File: src/hw/flash_ctl_defines.svh
// Offsets, field positions, reset values and command codes of the flash control block.
// Assumes a 16-bit byte address space shared by the CPU and the debug host.
`ifndef FLASH_CTL_DEFINES_SVH
`define FLASH_CTL_DEFINES_SVH

// ----------------------------------------------------------------------
// Register addresses
// ----------------------------------------------------------------------
`define ADDR_DIVIDER     16'h1820
`define ADDR_CONFIG      16'h1823
`define ADDR_PROTECT     16'h1824
`define ADDR_STATUS      16'h1825
`define ADDR_COMMAND     16'h1826
`define FLASH_BASE       16'h8000
`define KEY_BASE_HI      13'h1FF6
`define VEC_PAGE         10'h3FF
`define VEC_RESET_SLOT   5'h1F
`define REDIRECT_GAP     16'h0040

// ----------------------------------------------------------------------
// Field positions
// ----------------------------------------------------------------------
`define CFG_KEY_STEER    5
`define CFG_RW_MASK      8'hE0
`define PROT_OPEN        7
`define PROT_DISABLE     6
`define PROT_SIZE_HI     5
`define PROT_SIZE_LO     3
`define PROT_RW_MASK     8'hF8
`define ST_BUF_EMPTY     7
`define ST_COMPLETE      6
`define ST_VIOLATION     5
`define ST_ACC_ERROR     4
`define ST_BLANK         2

// ----------------------------------------------------------------------
// Reset values, sizes and command codes
// ----------------------------------------------------------------------
`define RST_BYTE         8'h00
`define BLOCK_MIN        16'h0200
`define SIZE_CAP_LARGE   3'h6
`define SIZE_CAP_SMALL   3'h4
`define CMD_BLANK        8'h05
`define CMD_BYTE_PROG    8'h20
`define CMD_BURST_PROG   8'h25
`define CMD_PAGE_ERASE   8'h40
`define CMD_MASS_ERASE   8'h41

`endif

File: src/hw/flash_ctl_pkg.sv
// Types shared by the flash control block and its bench.
// Assumes flash_ctl_defines.svh holds every number.
package flash_ctl_pkg;

    // Command sequence position
    typedef enum logic [1:0] {
        SEQ_IDLE = 2'b00,
        SEQ_DATA = 2'b01,
        SEQ_CMD  = 2'b10
    } seq_state_t;

    typedef logic [7:0]  byte_t;
    typedef logic [15:0] addr_t;

endpackage

File: src/hw/flash_control_status_regs.sv
// Flash configuration, protection and status registers with command launch logic.
// Assumes a single bus clock; the array engine is modelled as a fixed cycle count.
`timescale 1ns/1ps
`include "flash_ctl_defines.svh"

module flash_control_status_regs #(
    parameter bit          SMALL_FLASH = 1'b0,   // 1 for the 8K and 16K versions
    parameter int unsigned EXEC_CYCLES = 16      // Array busy time per command
) (
    input  wire logic                  ref_clk_in,
    input  wire logic                  rstn_in,
    input  wire logic                  ce_in,
    input  wire flash_ctl_pkg::addr_t  bus_addr_in,
    input  wire logic                  bus_wr_in,
    input  wire logic                  bus_rd_in,
    input  wire logic                  bus_debug_in,
    input  wire flash_ctl_pkg::byte_t  bus_wdata_in,
    output flash_ctl_pkg::byte_t       bus_rdata_out,
    input  wire flash_ctl_pkg::byte_t  stored_protection_byte_in,
    input  wire logic                  redirection_disable_in,
    input  wire logic                  secured_in,
    input  wire logic                  stop_entry_in,
    input  wire logic                  array_erased_in,
    input  wire flash_ctl_pkg::addr_t  vector_addr_in,
    output flash_ctl_pkg::addr_t       vector_addr_out,
    output logic                       flash_read_invalid_out,
    output logic                       key_write_out,
    output logic [2:0]                 key_index_out,
    output flash_ctl_pkg::byte_t       key_data_out,
    output logic                       array_start_out,
    output flash_ctl_pkg::byte_t       array_cmd_out,
    output flash_ctl_pkg::addr_t       array_addr_out,
    output flash_ctl_pkg::byte_t       array_data_out,
    output logic                       array_busy_out,
    output flash_ctl_pkg::byte_t       flash_clock_divider_out,
    output logic                       divider_loaded_out
);
    import flash_ctl_pkg::*;

    localparam int CW = $clog2(EXEC_CYCLES + 1);
    localparam logic [CW-1:0] EXEC_LAST = CW'(EXEC_CYCLES - 1);

    // ------------------------------------------------------------------
    // State
    // ------------------------------------------------------------------
    byte_t      cfg_q, prot_q, div_q, rdata_q, key_data_q;
    byte_t      seq_cmd_q, seq_data_q, buf_cmd_q, buf_data_q, exe_cmd_q, exe_data_q;
    addr_t      seq_addr_q, buf_addr_q, exe_addr_q;
    seq_state_t seq_q, seq_d;
    logic       prot_load_q, div_loaded_q;
    logic       buf_empty_q, complete_q, viol_q, accerr_q, blank_q;
    logic       buf_full_q, busy_q, start_q, key_wr_q;
    logic [2:0] key_idx_q;
    logic [CW-1:0] cnt_q;

    // ------------------------------------------------------------------
    // Address decode
    // ------------------------------------------------------------------
    wire hit_div   = bus_addr_in == `ADDR_DIVIDER;
    wire hit_cfg   = bus_addr_in == `ADDR_CONFIG;
    wire hit_prot  = bus_addr_in == `ADDR_PROTECT;
    wire hit_stat  = bus_addr_in == `ADDR_STATUS;
    wire hit_cmd   = bus_addr_in == `ADDR_COMMAND;
    wire hit_flash = bus_addr_in >= `FLASH_BASE;
    wire hit_key   = bus_addr_in[15:3] == `KEY_BASE_HI;
    wire key_steer = cfg_q[`CFG_KEY_STEER];

    // Key addresses turn into comparison writes only while steered
    wire key_wr    = bus_wr_in && hit_key && key_steer;
    // Any other flash write, key addresses included, is a command's first step
    wire flash_wr  = bus_wr_in && hit_flash && !key_wr;
    wire cmd_wr    = bus_wr_in && hit_cmd;
    wire stat_wr   = bus_wr_in && hit_stat;
    wire launch_wr = stat_wr && bus_wdata_in[`ST_BUF_EMPTY];

    // ------------------------------------------------------------------
    // Protected block geometry
    // ------------------------------------------------------------------
    wire [2:0] size_code = prot_q[`PROT_SIZE_HI:`PROT_SIZE_LO];
    // Large parts cap at 32K, small parts at 8K, so the block never runs off flash
    wire [2:0] size_cap  = SMALL_FLASH ? `SIZE_CAP_SMALL : `SIZE_CAP_LARGE;
    wire [2:0] size_eff  = (size_code > size_cap) ? size_cap : size_code;
    wire addr_t blk_size = `BLOCK_MIN << size_eff;
    wire addr_t blk_base = addr_t'(~(blk_size - 16'h0001));
    wire open_bit  = prot_q[`PROT_OPEN];
    wire block_on  = !prot_q[`PROT_DISABLE];

    // Open clear guards all of flash; otherwise only the block and security
    wire tgt_prot  = !open_bit || secured_in
                     || (block_on && seq_addr_q >= blk_base);
    wire mass_prot = !open_bit || secured_in || block_on;
    wire is_blank  = seq_cmd_q == `CMD_BLANK;
    wire is_burst  = seq_cmd_q == `CMD_BURST_PROG;
    wire is_mass   = seq_cmd_q == `CMD_MASS_ERASE;
    wire cmd_prot  = is_blank ? 1'b0 : (is_mass ? mass_prot : tgt_prot);

    // ------------------------------------------------------------------
    // Vector redirection
    // ------------------------------------------------------------------
    wire redir_on  = open_bit && block_on && !redirection_disable_in;
    wire addr_t redir_base = addr_t'(blk_base - `REDIRECT_GAP);
    wire vec_hit   = vector_addr_in[15:6] == `VEC_PAGE
                     && vector_addr_in[5:1] != `VEC_RESET_SLOT;
    assign vector_addr_out = (redir_on && vec_hit)
                             ? {redir_base[15:6], vector_addr_in[5:0]}
                             : vector_addr_in;

    // ------------------------------------------------------------------
    // Command code check and sequence tracking
    // ------------------------------------------------------------------
    wire code_ok = bus_wdata_in == `CMD_BLANK || bus_wdata_in == `CMD_BYTE_PROG
                   || bus_wdata_in == `CMD_BURST_PROG || bus_wdata_in == `CMD_PAGE_ERASE
                   || bus_wdata_in == `CMD_MASS_ERASE;

    // A launch with the buffer still full is refused silently
    wire launch_ok  = launch_wr && buf_empty_q;
    wire seq_err    = (flash_wr && seq_q != SEQ_IDLE)
                   || (cmd_wr && (seq_q != SEQ_DATA || !code_ok))
                   || (launch_ok && seq_q != SEQ_CMD)
                   || (launch_ok && seq_q == SEQ_CMD && !div_loaded_q);
    wire stop_err   = stop_entry_in && busy_q;
    wire good_launch = launch_ok && seq_q == SEQ_CMD && div_loaded_q;
    wire viol_set   = good_launch && cmd_prot;
    wire accept     = good_launch && !cmd_prot;

    // Sequence position: errors and launches return it to idle
    always_comb begin
        seq_d = seq_q;
        case (seq_q)
            SEQ_IDLE: if (flash_wr) seq_d = SEQ_DATA;
            SEQ_DATA: if (cmd_wr) seq_d = code_ok ? SEQ_CMD : SEQ_IDLE;
            SEQ_CMD:  if (launch_ok || flash_wr || cmd_wr) seq_d = SEQ_IDLE;
            default:  seq_d = SEQ_IDLE;
        endcase
        if (seq_err || stop_err) begin
            seq_d = SEQ_IDLE;
        end
    end

    // ------------------------------------------------------------------
    // Engine and one-deep burst buffer
    // ------------------------------------------------------------------
    wire exe_done  = busy_q && cnt_q == EXEC_LAST && !stop_err;
    // An accepted command goes straight to the array when idle or in the engine's last busy cycle, else to the buffer
    wire go_direct = accept && (!busy_q || exe_done) && !buf_full_q;
    wire to_buf    = accept && !go_direct;
    wire buf_move  = buf_full_q && exe_done;
    wire start     = go_direct || buf_move;
    wire busy_d    = start || (busy_q && !exe_done && !stop_err);
    wire buf_full_d = !stop_err && (to_buf || (buf_full_q && !buf_move));
    // Only a running burst can take another command behind it
    wire exe_burst = start ? (go_direct ? is_burst : buf_cmd_q == `CMD_BURST_PROG)
                           : exe_cmd_q == `CMD_BURST_PROG;
    wire buf_empty_d = !buf_full_d && (!busy_d || exe_burst);
    wire blank_set = exe_done && exe_cmd_q == `CMD_BLANK && array_erased_in;

    // ------------------------------------------------------------------
    // Read mux
    // ------------------------------------------------------------------
    wire byte_t stat_rd = {buf_empty_q, complete_q, viol_q, accerr_q,
                           1'b0, blank_q, 2'b00};
    wire byte_t rd_mux  = hit_cfg  ? (cfg_q & `CFG_RW_MASK)
                        : hit_prot ? (prot_q & `PROT_RW_MASK)
                        : hit_stat ? stat_rd
                        : hit_div  ? {div_loaded_q, div_q[6:0]}
                        : hit_cmd  ? seq_cmd_q
                        : `RST_BYTE;

    // ------------------------------------------------------------------
    // Register writes
    // ------------------------------------------------------------------
    // Configuration keeps only its top three bits
    always_ff @(posedge ref_clk_in or negedge rstn_in) begin
        if (!rstn_in) begin
            cfg_q <= `RST_BYTE;
        end else if (ce_in && bus_wr_in && hit_cfg) begin
            cfg_q <= bus_wdata_in & `CFG_RW_MASK;
        end
    end

    // Protection loads from the stored copy right after every reset release;
    // a port value cannot feed the async reset branch, hence the load flag
    always_ff @(posedge ref_clk_in or negedge rstn_in) begin
        if (!rstn_in) begin
            prot_q      <= `RST_BYTE;
            prot_load_q <= 1'b1;
        end else if (ce_in) begin
            prot_load_q <= 1'b0;
            if (prot_load_q) begin
                prot_q <= stored_protection_byte_in & `PROT_RW_MASK;
            end else if (bus_wr_in && hit_prot && bus_debug_in) begin
                prot_q <= bus_wdata_in & `PROT_RW_MASK;
            end
        end
    end

    // Divider value and its loaded flag
    always_ff @(posedge ref_clk_in or negedge rstn_in) begin
        if (!rstn_in) begin
            div_q        <= `RST_BYTE;
            div_loaded_q <= 1'b0;
        end else if (ce_in && bus_wr_in && hit_div) begin
            div_q        <= bus_wdata_in;
            div_loaded_q <= 1'b1;
        end
    end

    // Status flags: hardware set wins over a software clear in the same cycle
    always_ff @(posedge ref_clk_in or negedge rstn_in) begin
        if (!rstn_in) begin
            buf_empty_q <= 1'b1;
            complete_q  <= 1'b1;
            viol_q      <= 1'b0;
            accerr_q    <= 1'b0;
            blank_q     <= 1'b0;
        end else if (ce_in) begin
            buf_empty_q <= buf_empty_d;
            complete_q  <= buf_empty_d && !busy_d && !accept;
            viol_q      <= viol_set
                        || (viol_q && !(stat_wr && bus_wdata_in[`ST_VIOLATION]));
            accerr_q    <= seq_err || stop_err
                        || (accerr_q && !(stat_wr && bus_wdata_in[`ST_ACC_ERROR]));
            blank_q     <= blank_set || (blank_q && !good_launch);
        end
    end

    // Sequence capture: address and data, then command code
    always_ff @(posedge ref_clk_in or negedge rstn_in) begin
        if (!rstn_in) begin
            seq_q      <= SEQ_IDLE;
            seq_addr_q <= '0;
            seq_data_q <= `RST_BYTE;
            seq_cmd_q  <= `RST_BYTE;
        end else if (ce_in) begin
            seq_q <= seq_d;
            if (flash_wr && seq_q == SEQ_IDLE) begin
                seq_addr_q <= bus_addr_in;
                seq_data_q <= bus_wdata_in;
            end
            if (cmd_wr && seq_q == SEQ_DATA && code_ok) begin
                seq_cmd_q <= bus_wdata_in;
            end
        end
    end

    // Buffer slot holds one pending command queued behind a running burst
    always_ff @(posedge ref_clk_in or negedge rstn_in) begin
        if (!rstn_in) begin
            buf_full_q <= 1'b0;
            buf_cmd_q  <= `RST_BYTE;
            buf_addr_q <= '0;
            buf_data_q <= `RST_BYTE;
        end else if (ce_in) begin
            buf_full_q <= buf_full_d;
            if (to_buf) begin
                buf_cmd_q  <= seq_cmd_q;
                buf_addr_q <= seq_addr_q;
                buf_data_q <= seq_data_q;
            end
        end
    end

    // Array engine: fixed busy time per command, stop entry aborts it
    always_ff @(posedge ref_clk_in or negedge rstn_in) begin
        if (!rstn_in) begin
            busy_q     <= 1'b0;
            start_q    <= 1'b0;
            cnt_q      <= '0;
            exe_cmd_q  <= `RST_BYTE;
            exe_addr_q <= '0;
            exe_data_q <= `RST_BYTE;
        end else if (ce_in) begin
            busy_q  <= busy_d;
            start_q <= start;
            cnt_q   <= start ? '0 : (busy_q ? cnt_q + CW'(1) : cnt_q);
            if (start) begin
                exe_cmd_q  <= go_direct ? seq_cmd_q  : buf_cmd_q;
                exe_addr_q <= go_direct ? seq_addr_q : buf_addr_q;
                exe_data_q <= go_direct ? seq_data_q : buf_data_q;
            end
        end
    end

    // Backdoor key writes and registered read data
    always_ff @(posedge ref_clk_in or negedge rstn_in) begin
        if (!rstn_in) begin
            key_wr_q   <= 1'b0;
            key_idx_q  <= 3'h0;
            key_data_q <= `RST_BYTE;
            rdata_q    <= `RST_BYTE;
        end else if (ce_in) begin
            key_wr_q <= key_wr;
            if (key_wr) begin
                key_idx_q  <= bus_addr_in[2:0];
                key_data_q <= bus_wdata_in;
            end
            if (bus_rd_in) begin
                rdata_q <= rd_mux;
            end
        end
    end

    // ------------------------------------------------------------------
    // Outputs
    // ------------------------------------------------------------------
    assign bus_rdata_out           = rdata_q;
    assign flash_read_invalid_out  = key_steer;
    assign key_write_out           = key_wr_q && ce_in;
    assign key_index_out           = key_idx_q;
    assign key_data_out            = key_data_q;
    assign array_start_out         = start_q && ce_in;
    assign array_cmd_out           = exe_cmd_q;
    assign array_addr_out          = exe_addr_q;
    assign array_data_out          = exe_data_q;
    assign array_busy_out          = busy_q;
    assign flash_clock_divider_out = div_q;
    assign divider_loaded_out      = div_loaded_q;

endmodule

File: config.mk
export PLATFORM = sky130hd
export DESIGN_NAME = flash_control_status_regs
export DESIGN_NICKNAME = d
export VERILOG_FILES = /design/src/hw/flash_ctl_pkg.sv /design/src/hw/flash_control_status_regs.sv
export VERILOG_INCLUDE_DIRS = /design/src /design/src/hw
export SDC_FILE = /design/constraint.sdc
export NUM_CORES = 1
export LEC_CHECK = 0
export BUFFER_PORTS_ARGS = -buffer_cell sky130_fd_sc_hd__buf_2
export CAP_MARGIN = 20
export CELL_PAD_IN_SITES_DETAIL_PLACEMENT = 0
export CELL_PAD_IN_SITES_GLOBAL_PLACEMENT = 2
export CORE_UTILIZATION = 35
export DETAILED_ROUTE_END_ITERATION = 6
export PLACE_DENSITY_LB_ADDON = 0.2
export SLEW_MARGIN = 20
export SYNTH_ARGS = -nofsm -noshare
export SYNTH_HDL_FRONTEND = slang
export SYNTH_SLANG_ARGS = --single-unit
File: constraint.sdc
create_clock -name ref_clk_in -period 6.82 [get_ports ref_clk_in]
set_input_delay 0.341 -clock ref_clk_in [delete_from_list [all_inputs] [get_ports ref_clk_in]]
set_output_delay 0.341 -clock ref_clk_in [all_outputs]
set_load 0.05 [all_outputs]
==> reports/qor.csv, run 1 <==
metric,value,unit
vias,5418,
H-tree levels,4,
worst path arrival time,3.98,ns
critical path startpoint category,flop,
clock buffer count from CTS,17,
Synth area leaders,"dfrtp_1 (52%), mux2_2 (13%), o221a_1 (4.6%), or3_1 (2.9%), nand2_1 (1.9%)",
CTS Hold Buffers Added,0,
fin cells,986,
post-synthesis mux area share,14.09,%
Post-synth EDFFs,0,
Synth Flop Type,dfrtp_1,
Max VDD drop,0.1735,mV
ant diodes,0,
boundary pin count,138,
Leak Pwr,4.050,nW
Layout Nets,777,
Post-Route WL,20370,um
status,"finished, violations left",
Post-Synthesis Cells,597,
syn_area_per_cell,11.83,um2
"commonest non-fill, non-tap cell in the layout",dfrtp_1,
final hold vios,0,
worst skew pair latency,0.42,ns
top layer in use,met4,
Post-DP Area,7891,um2
total clock sinks,149,
vias in the first global route,5480,
TNS Setup,0,ns
highest-count cells in the layout ignoring fill and taps,"dfrtp_1 (146), buf_2 (131), mux2_2 (83), nand2_1 (35), or3_1 (33)",
"Distinct cells, synth",65,
Initial DRC Count,324,
post-synthesis register bit count,149,
PnR worst setup slack,3.135,ns
Die Area,20750,um2
drt first pass iters,7,
Reg2Reg Capture Point,buf_cmd_q[5],
I/O Buffers,132,
Synth Warn #,0,
"CTS clk-pin slew, worst paths",0.06,ns
CP endpoint kind,flop,
Met1 Routed Length,9900,um
first-pass GRT wire length,31930,um
setup violators final,0,
Resize count post-CTS,0,
Vias/cell,5.495,
Worst Max-Slew Pin Slew,1.069,ns
# DRC,1,
Synth Area in XOR/XNOR,0.1240,%
"Slew Viols, Final",0,
skew final,0.006699,ns
period utilization,54.03,%
Final ANT Viol Nets,0,
Final Power,2.106,mW
crit-path max FO,21,
Simple-Gate Fraction of Synth Area,13.48,%
top cell type's share of synthesized area,51.74,%
final core occ,43.05,%
crit path kind,reg2reg,
RD Place Congestion,0.8272,
Core Rows,51,
Final Critical Period,3.685,ns
Starting Density,36.05,%
WL per Instance,20.66,um
cell taking the most area after synthesis,dfrtp_1,
GRT Overall Usage,20.95,%
Hold Slack,0.01267,ns
Synth Area in Compound Gates,13.61,%
RSZ-0062 raised after global routing,no,
top achievable clock speed,271.4,MHz
initial antenna violation count,0,
met2 wire length,9297,um
CTS tree,yes,
Synth Area in Adders,1.595,%
hpwl dp,14190,um
Post-Place Worst Slack,3.099,ns
"Seq/Total Area, Yosys",52.85,%
largest family of logic cells by synthesized area,multiplexers,
Clock Path Buffers,2,
largest net degree at the start of global routing,95,
P&R area growth vs syn,19.44,%
WP data required,7.12,ns
reg2reg path depth,9,
die extent in x,144.0,um
fraction of registers with async set/reset,100.0,%
worst hold path type,in2async,
source of the worst register-to-register timing path,prot_q[5],
grt ovf,0,
"Setup Fix Bufs, Post-CTS",0,
Post-Syn Area,7062,um2
placed cell count,956,
Pwr per Cell Area,249.7,nW/um2
core area,19590,um2
failing checks,DRC,
wire length on met3,859,um
Worst R2R Setup Slack,3.14,ns
fin area,8434,um2
Die H,144.0,um
syn_nets,664,
share of layout cells above drive strength 1,36.62,%
max cap viols,0,
Root Driver,clkbuf_16,
headroom to the max-slew limit,28.16,%
[flip-flops by register name, indices dropped and copies added (netlist names), 5 cells and up]
signal and flops:
array_addr_out 16, array_cmd_out 8, array_data_out 8, buf_addr_q 16
buf_cmd_q 8, buf_data_q 8, bus_rdata_out 8, cnt_q 5
flash_clock_divider_out 8, key_data_out 8, prot_q 5, seq_addr_q 16
seq_cmd_q 8, seq_data_q 8
[synth_stat cells (4+ instances only)]
| cell | instances |
|---|---|
| ha_1 | 9 |
| inv_1 | 18 |
| nand3_1 | 13 |
| nand4_1 | 10 |
| nor4_1 | 7 |
| a222oi_1 | 5 |
| nor3_1 | 8 |
| buf_4 | 6 |
| nor2b_1 | 8 |
| dfrtp_1 | 146 |
| nand2_1 | 35 |
| and3_1 | 4 |
| and4_1 | 5 |
| o21a_1 | 6 |
| buf_1 | 4 |
| o221a_1 | 29 |
| buf_6 | 4 |
| or3_1 | 33 |
| mux2_2 | 83 |
| nor2_1 | 18 |
| mux2i_1 | 6 |
| a31oi_1 | 6 |
| o21ai_0 | 22 |
| a21oi_1 | 11 |
| a21o_1 | 6 |
| clkbuf_1 | 29 |
[logic make-up after synthesis]
kind of cell,Yosys count
adders and majority gates,9
other,1
muxes,89
AOI/OAI and AO/OA,117
and+or+nand+nor,167
buffers and inverters,64
DFF,149
xor gates and xnor gates,1
[report_power, final]
part	total [mW]	switching (mW)	internal, mW
Sequential	1.03	0.0742	0.958
Combinational	0.194	0.107	0.0872
Clock	0.880	0.364	0.516
[final cells by class]
class	instances	area [um2]
Clock buffer	22	464.2
Clock inverter	8	78.83
Fill cell	1875	11160
Inverter	18	67.56
Multi-Input combinational cell	384	3033
Sequential cell	149	3732
Tap cell	265	331.6
Timing Repair Buffer	140	726.9
[worst max-delay path, stage by stage, from the launching register on]
cell and delay [ns]:
dfrtp_1 0.50, nor2_1 0.27, nand2_1 0.11, ha_1 0.27, o21ai_0 0.09, a211oi_1 0.71
a211oi_1 0.21, nand4_1 0.57, buf_4 0.43, mux2_2 0.38
[how the worst max path moves through the flow]
stage | slack, ns | to | from
2_1_floorplan | 4.04 | array_cmd_out[5] | seq_cmd_q[3]
3_3_place_gp | 3.15 | buf_cmd_q[6] | prot_q[5]
3_5_place_dp | 3.10 | buf_cmd_q[5] | prot_q[3]
4_1_cts | 3.09 | buf_cmd_q[5] | prot_q[3]
5_1_grt | 2.82 | buf_cmd_q[5] | prot_q[3]
6_report | 3.14 | buf_cmd_q[5] | prot_q[5]
[metal layers]
| metal | GRT usage [%] | up-vias |
|---|---|---|
| met2 | 32.29 | 160 |
| met1 | 29.75 | 2777 |
| met5 | 0 | - |
| met3 | 3.543 | 21 |
| met4 | 6.999 | 0 |
| li1 | - | 2460 |
Note: power is estimated with default switching activity, not from simulation.
==> run 2, diff against run 1 <==
- clock period: 6.82 -> 3.9 ns (I/O delays scaled with it)
==> run 2 against run 1 <==
  * The flow now finishes without violations
  * Non-clock buffer count rose by 8
  * Die area did not move
  * Clock skew grew 0.0046 ns
  * Combinational power up 77%
  * Power is 92% higher
  * Critical path depth did not move
  * Sequential power rose by 76%
  * Global-route usage up 0.19 points
  * Largest power group is now the clock network
  * Highest routed layer unchanged
==> reports/qor.csv, run 2 (same netlist as run 1, synthesis figures left out) <==
metric,value,unit,change
status,"finished, final reports clean",,
Hold Slack,0.02851,ns,+0.01585 ns
TNS Setup,0,ns,unchanged
RSZ-0062 raised after global routing,no,,
WL per Instance,20.78,um,+0.57%
Post-Route WL,20670,um,+1.5%
Resize count post-CTS,0,,unchanged
Die Area,20750,um2,unchanged
drt first pass iters,6,,-1
fin cells,995,,+0.91%
clock buffer count from CTS,17,,unchanged
skew final,0.01127,ns,+0.004568 ns
Worst Max-Slew Pin Slew,0.7937,ns,-0.2757 ns
fill count,1870,,-0.27%
core area,19590,um2,unchanged
Pwr per Cell Area,467.8,nW/um2,+87%
Die H,144.0,um,unchanged
Multi-input gate area,3033,um2,unchanged
vias,5469,,+0.94%
Seq pwr share,44.7,%,-4.3 points
total clock sinks,149,,unchanged
boundary pin count,138,,unchanged
largest net degree at the start of global routing,74,,-22%
"CTS clk-pin slew, worst paths",0.06,ns,about the same
P_sw,0.9747,mW,+79%
critical path startpoint category,flop,,
Core Rows,51,,unchanged
Starting Density,36.05,%,unchanged
"Setup Fix Bufs, Post-CTS",0,,unchanged
H-tree levels,4,,unchanged
hpwl dp,14750,um,+3.9%
Root Driver,clkbuf_16,,
GRT Overall Usage,21.15,%,+0.19 points
ant diodes,0,,unchanged
crit-path max FO,20,,-4.8%
placed cell count,963,,+0.73%
highest-count cells in the layout ignoring fill and taps,"dfrtp_1 (146), buf_2 (131), mux2_2 (83), nand2_1 (35), or3_1 (33)",,
headroom to the max-slew limit,46.77,%,+19 points
CTS Hold Buffers Added,1,,+1
max cap viols,0,,unchanged
CTS tree,yes,,
final hold vios,0,,unchanged
Leak Pwr,4.162,nW,+2.8%
CP endpoint kind,flop,,
grt ovf,0,,unchanged
sw frac,24.13,%,-1.8 points
Vias/cell,5.496,,about the same
WP data required,4.21,ns,-2.91 ns
worst skew pair latency,0.43,ns,about the same
register area,3732,um2,unchanged
setup violators final,0,,unchanged
Initial DRC Count,369,,+14%
Max VDD drop,0.2982,mV,+72%
Int Pwr,3.064,mW,+96%
die extent in x,144.0,um,unchanged
"commonest non-fill, non-tap cell in the layout",dfrtp_1,,
top achievable clock speed,292.8,MHz,+7.9%
I/O Buffers,132,,unchanged
reg2reg path depth,9,,unchanged
Clock Path Buffers,2,,unchanged
Hold Path Cell Cnt,2,,
share of layout cells above drive strength 1,37.53,%,+0.92 points
PnR worst setup slack,0.4850,ns,-2.650 ns
"Slew Viols, Final",0,,unchanged
Final Power,4.039,mW,+92%
Layout Nets,785,,+1.0%
first-pass GRT wire length,32120,um,+0.60%
Clk network pwr share,46.8,%,+5.0 points
vias in the first global route,5503,,+0.42%
Logic pwr share,8.5,%,-0.7 points
initial antenna violation count,0,,unchanged
period utilization,87.56,%,+34 points
worst hold path type,in2reg,,
RD Place Congestion,0.8615,,+4.1%
P&R area growth vs syn,22.25,%,
Post-Place Worst Slack,0.5367,ns,-2.563 ns
crit path kind,reg2reg,,
Final Critical Period,3.415,ns,-0.2697 ns
Final ANT Viol Nets,0,,unchanged
# DRC,0,,-1
worst path arrival time,3.72,ns,-0.26 ns
==> run 2: changes by cell type in the layout (fill, tap and decap cells not counted) <==
cell | before | now
bufinv_16 | 1 | 6
dlygate4sd3_1 | 0 | 1
inv_6 | 0 | 1
clkbuf_1 | 3 | 1
clkinv_2 | 2 | 0
buf_4 | 8 | 15
clkinvlp_4 | 4 | 1
clkinv_4 | 1 | 3
==> run 2: layer usage <==
layer	GRT usage, %	up-vias	routed length, um
li1	-	2482	-
met1	29.85	2779	9893
met2	32.42	185	9443
met3	4.238	23	1041
met4	6.775	0	294
met5	0	-	0
==> run 2: final timing paths <==
check | startpoint | endpoint | slack [ns]
setup / recovery | prot_q[3] | array_data_out[7] | 0.49
hold / removal | bus_addr_in[5] | seq_addr_q[5] | 0.03
setup reg to reg | prot_q[3] | array_data_out[7] | 0.49
hold reg to reg | bus_rdata_out[5] | bus_rdata_out[5] | 0.48
max in group asynchronous | rstn_in | array_addr_out[9] | 2.49
min in group asynchronous | rstn_in | array_addr_out[10] | 0.35
==> run 2: layout make-up <==
| type | instances | area share (%) |
|---|---|---|
| well taps | 265 | 3.841 |
| multi-input cells | 384 | 35.13 |
| repair buffers | 148 | 9.145 |
| clock buffers | 20 | 5.290 |
| clock inverters | 11 | 2.580 |
| inverters | 18 | 0.7826 |
| flip-flops and latches | 149 | 43.23 |
==> run 2: worst max-delay path, stage by stage (launching register included) <==
cell and delay, ns:
dfrtp_1 0.51, o21a_1 0.24, ha_1 0.30, a21oi_1 0.14, o2111ai_1 0.22, o21ai_0 0.59
nand4_4 0.26, or2_1 0.45, buf_4 0.29, o221a_2 0.29
==> run 2: stage by stage <==
step | instance area [um2] | util (%)
floorplan | 7062 | -
global placement | 7944 | 40.55
detailed placement | 7944 | 40.55
CTS | 8633 | 44.07
global route | 8633 | 44.07
finish | 8633 | 44.07
==> run 2: power by group through the flow <==
stage | combinational [mW] | sequential [mW] | clock [mW]
floorplan | 0.228 | 1.78 | 0
global placement | 0.336 | 1.82 | 0
detailed placement | 0.345 | 1.83 | 0
CTS | 0.348 | 1.80 | 1.93
global route | 0.381 | 1.82 | 2.00
finish | 0.343 | 1.81 | 1.89
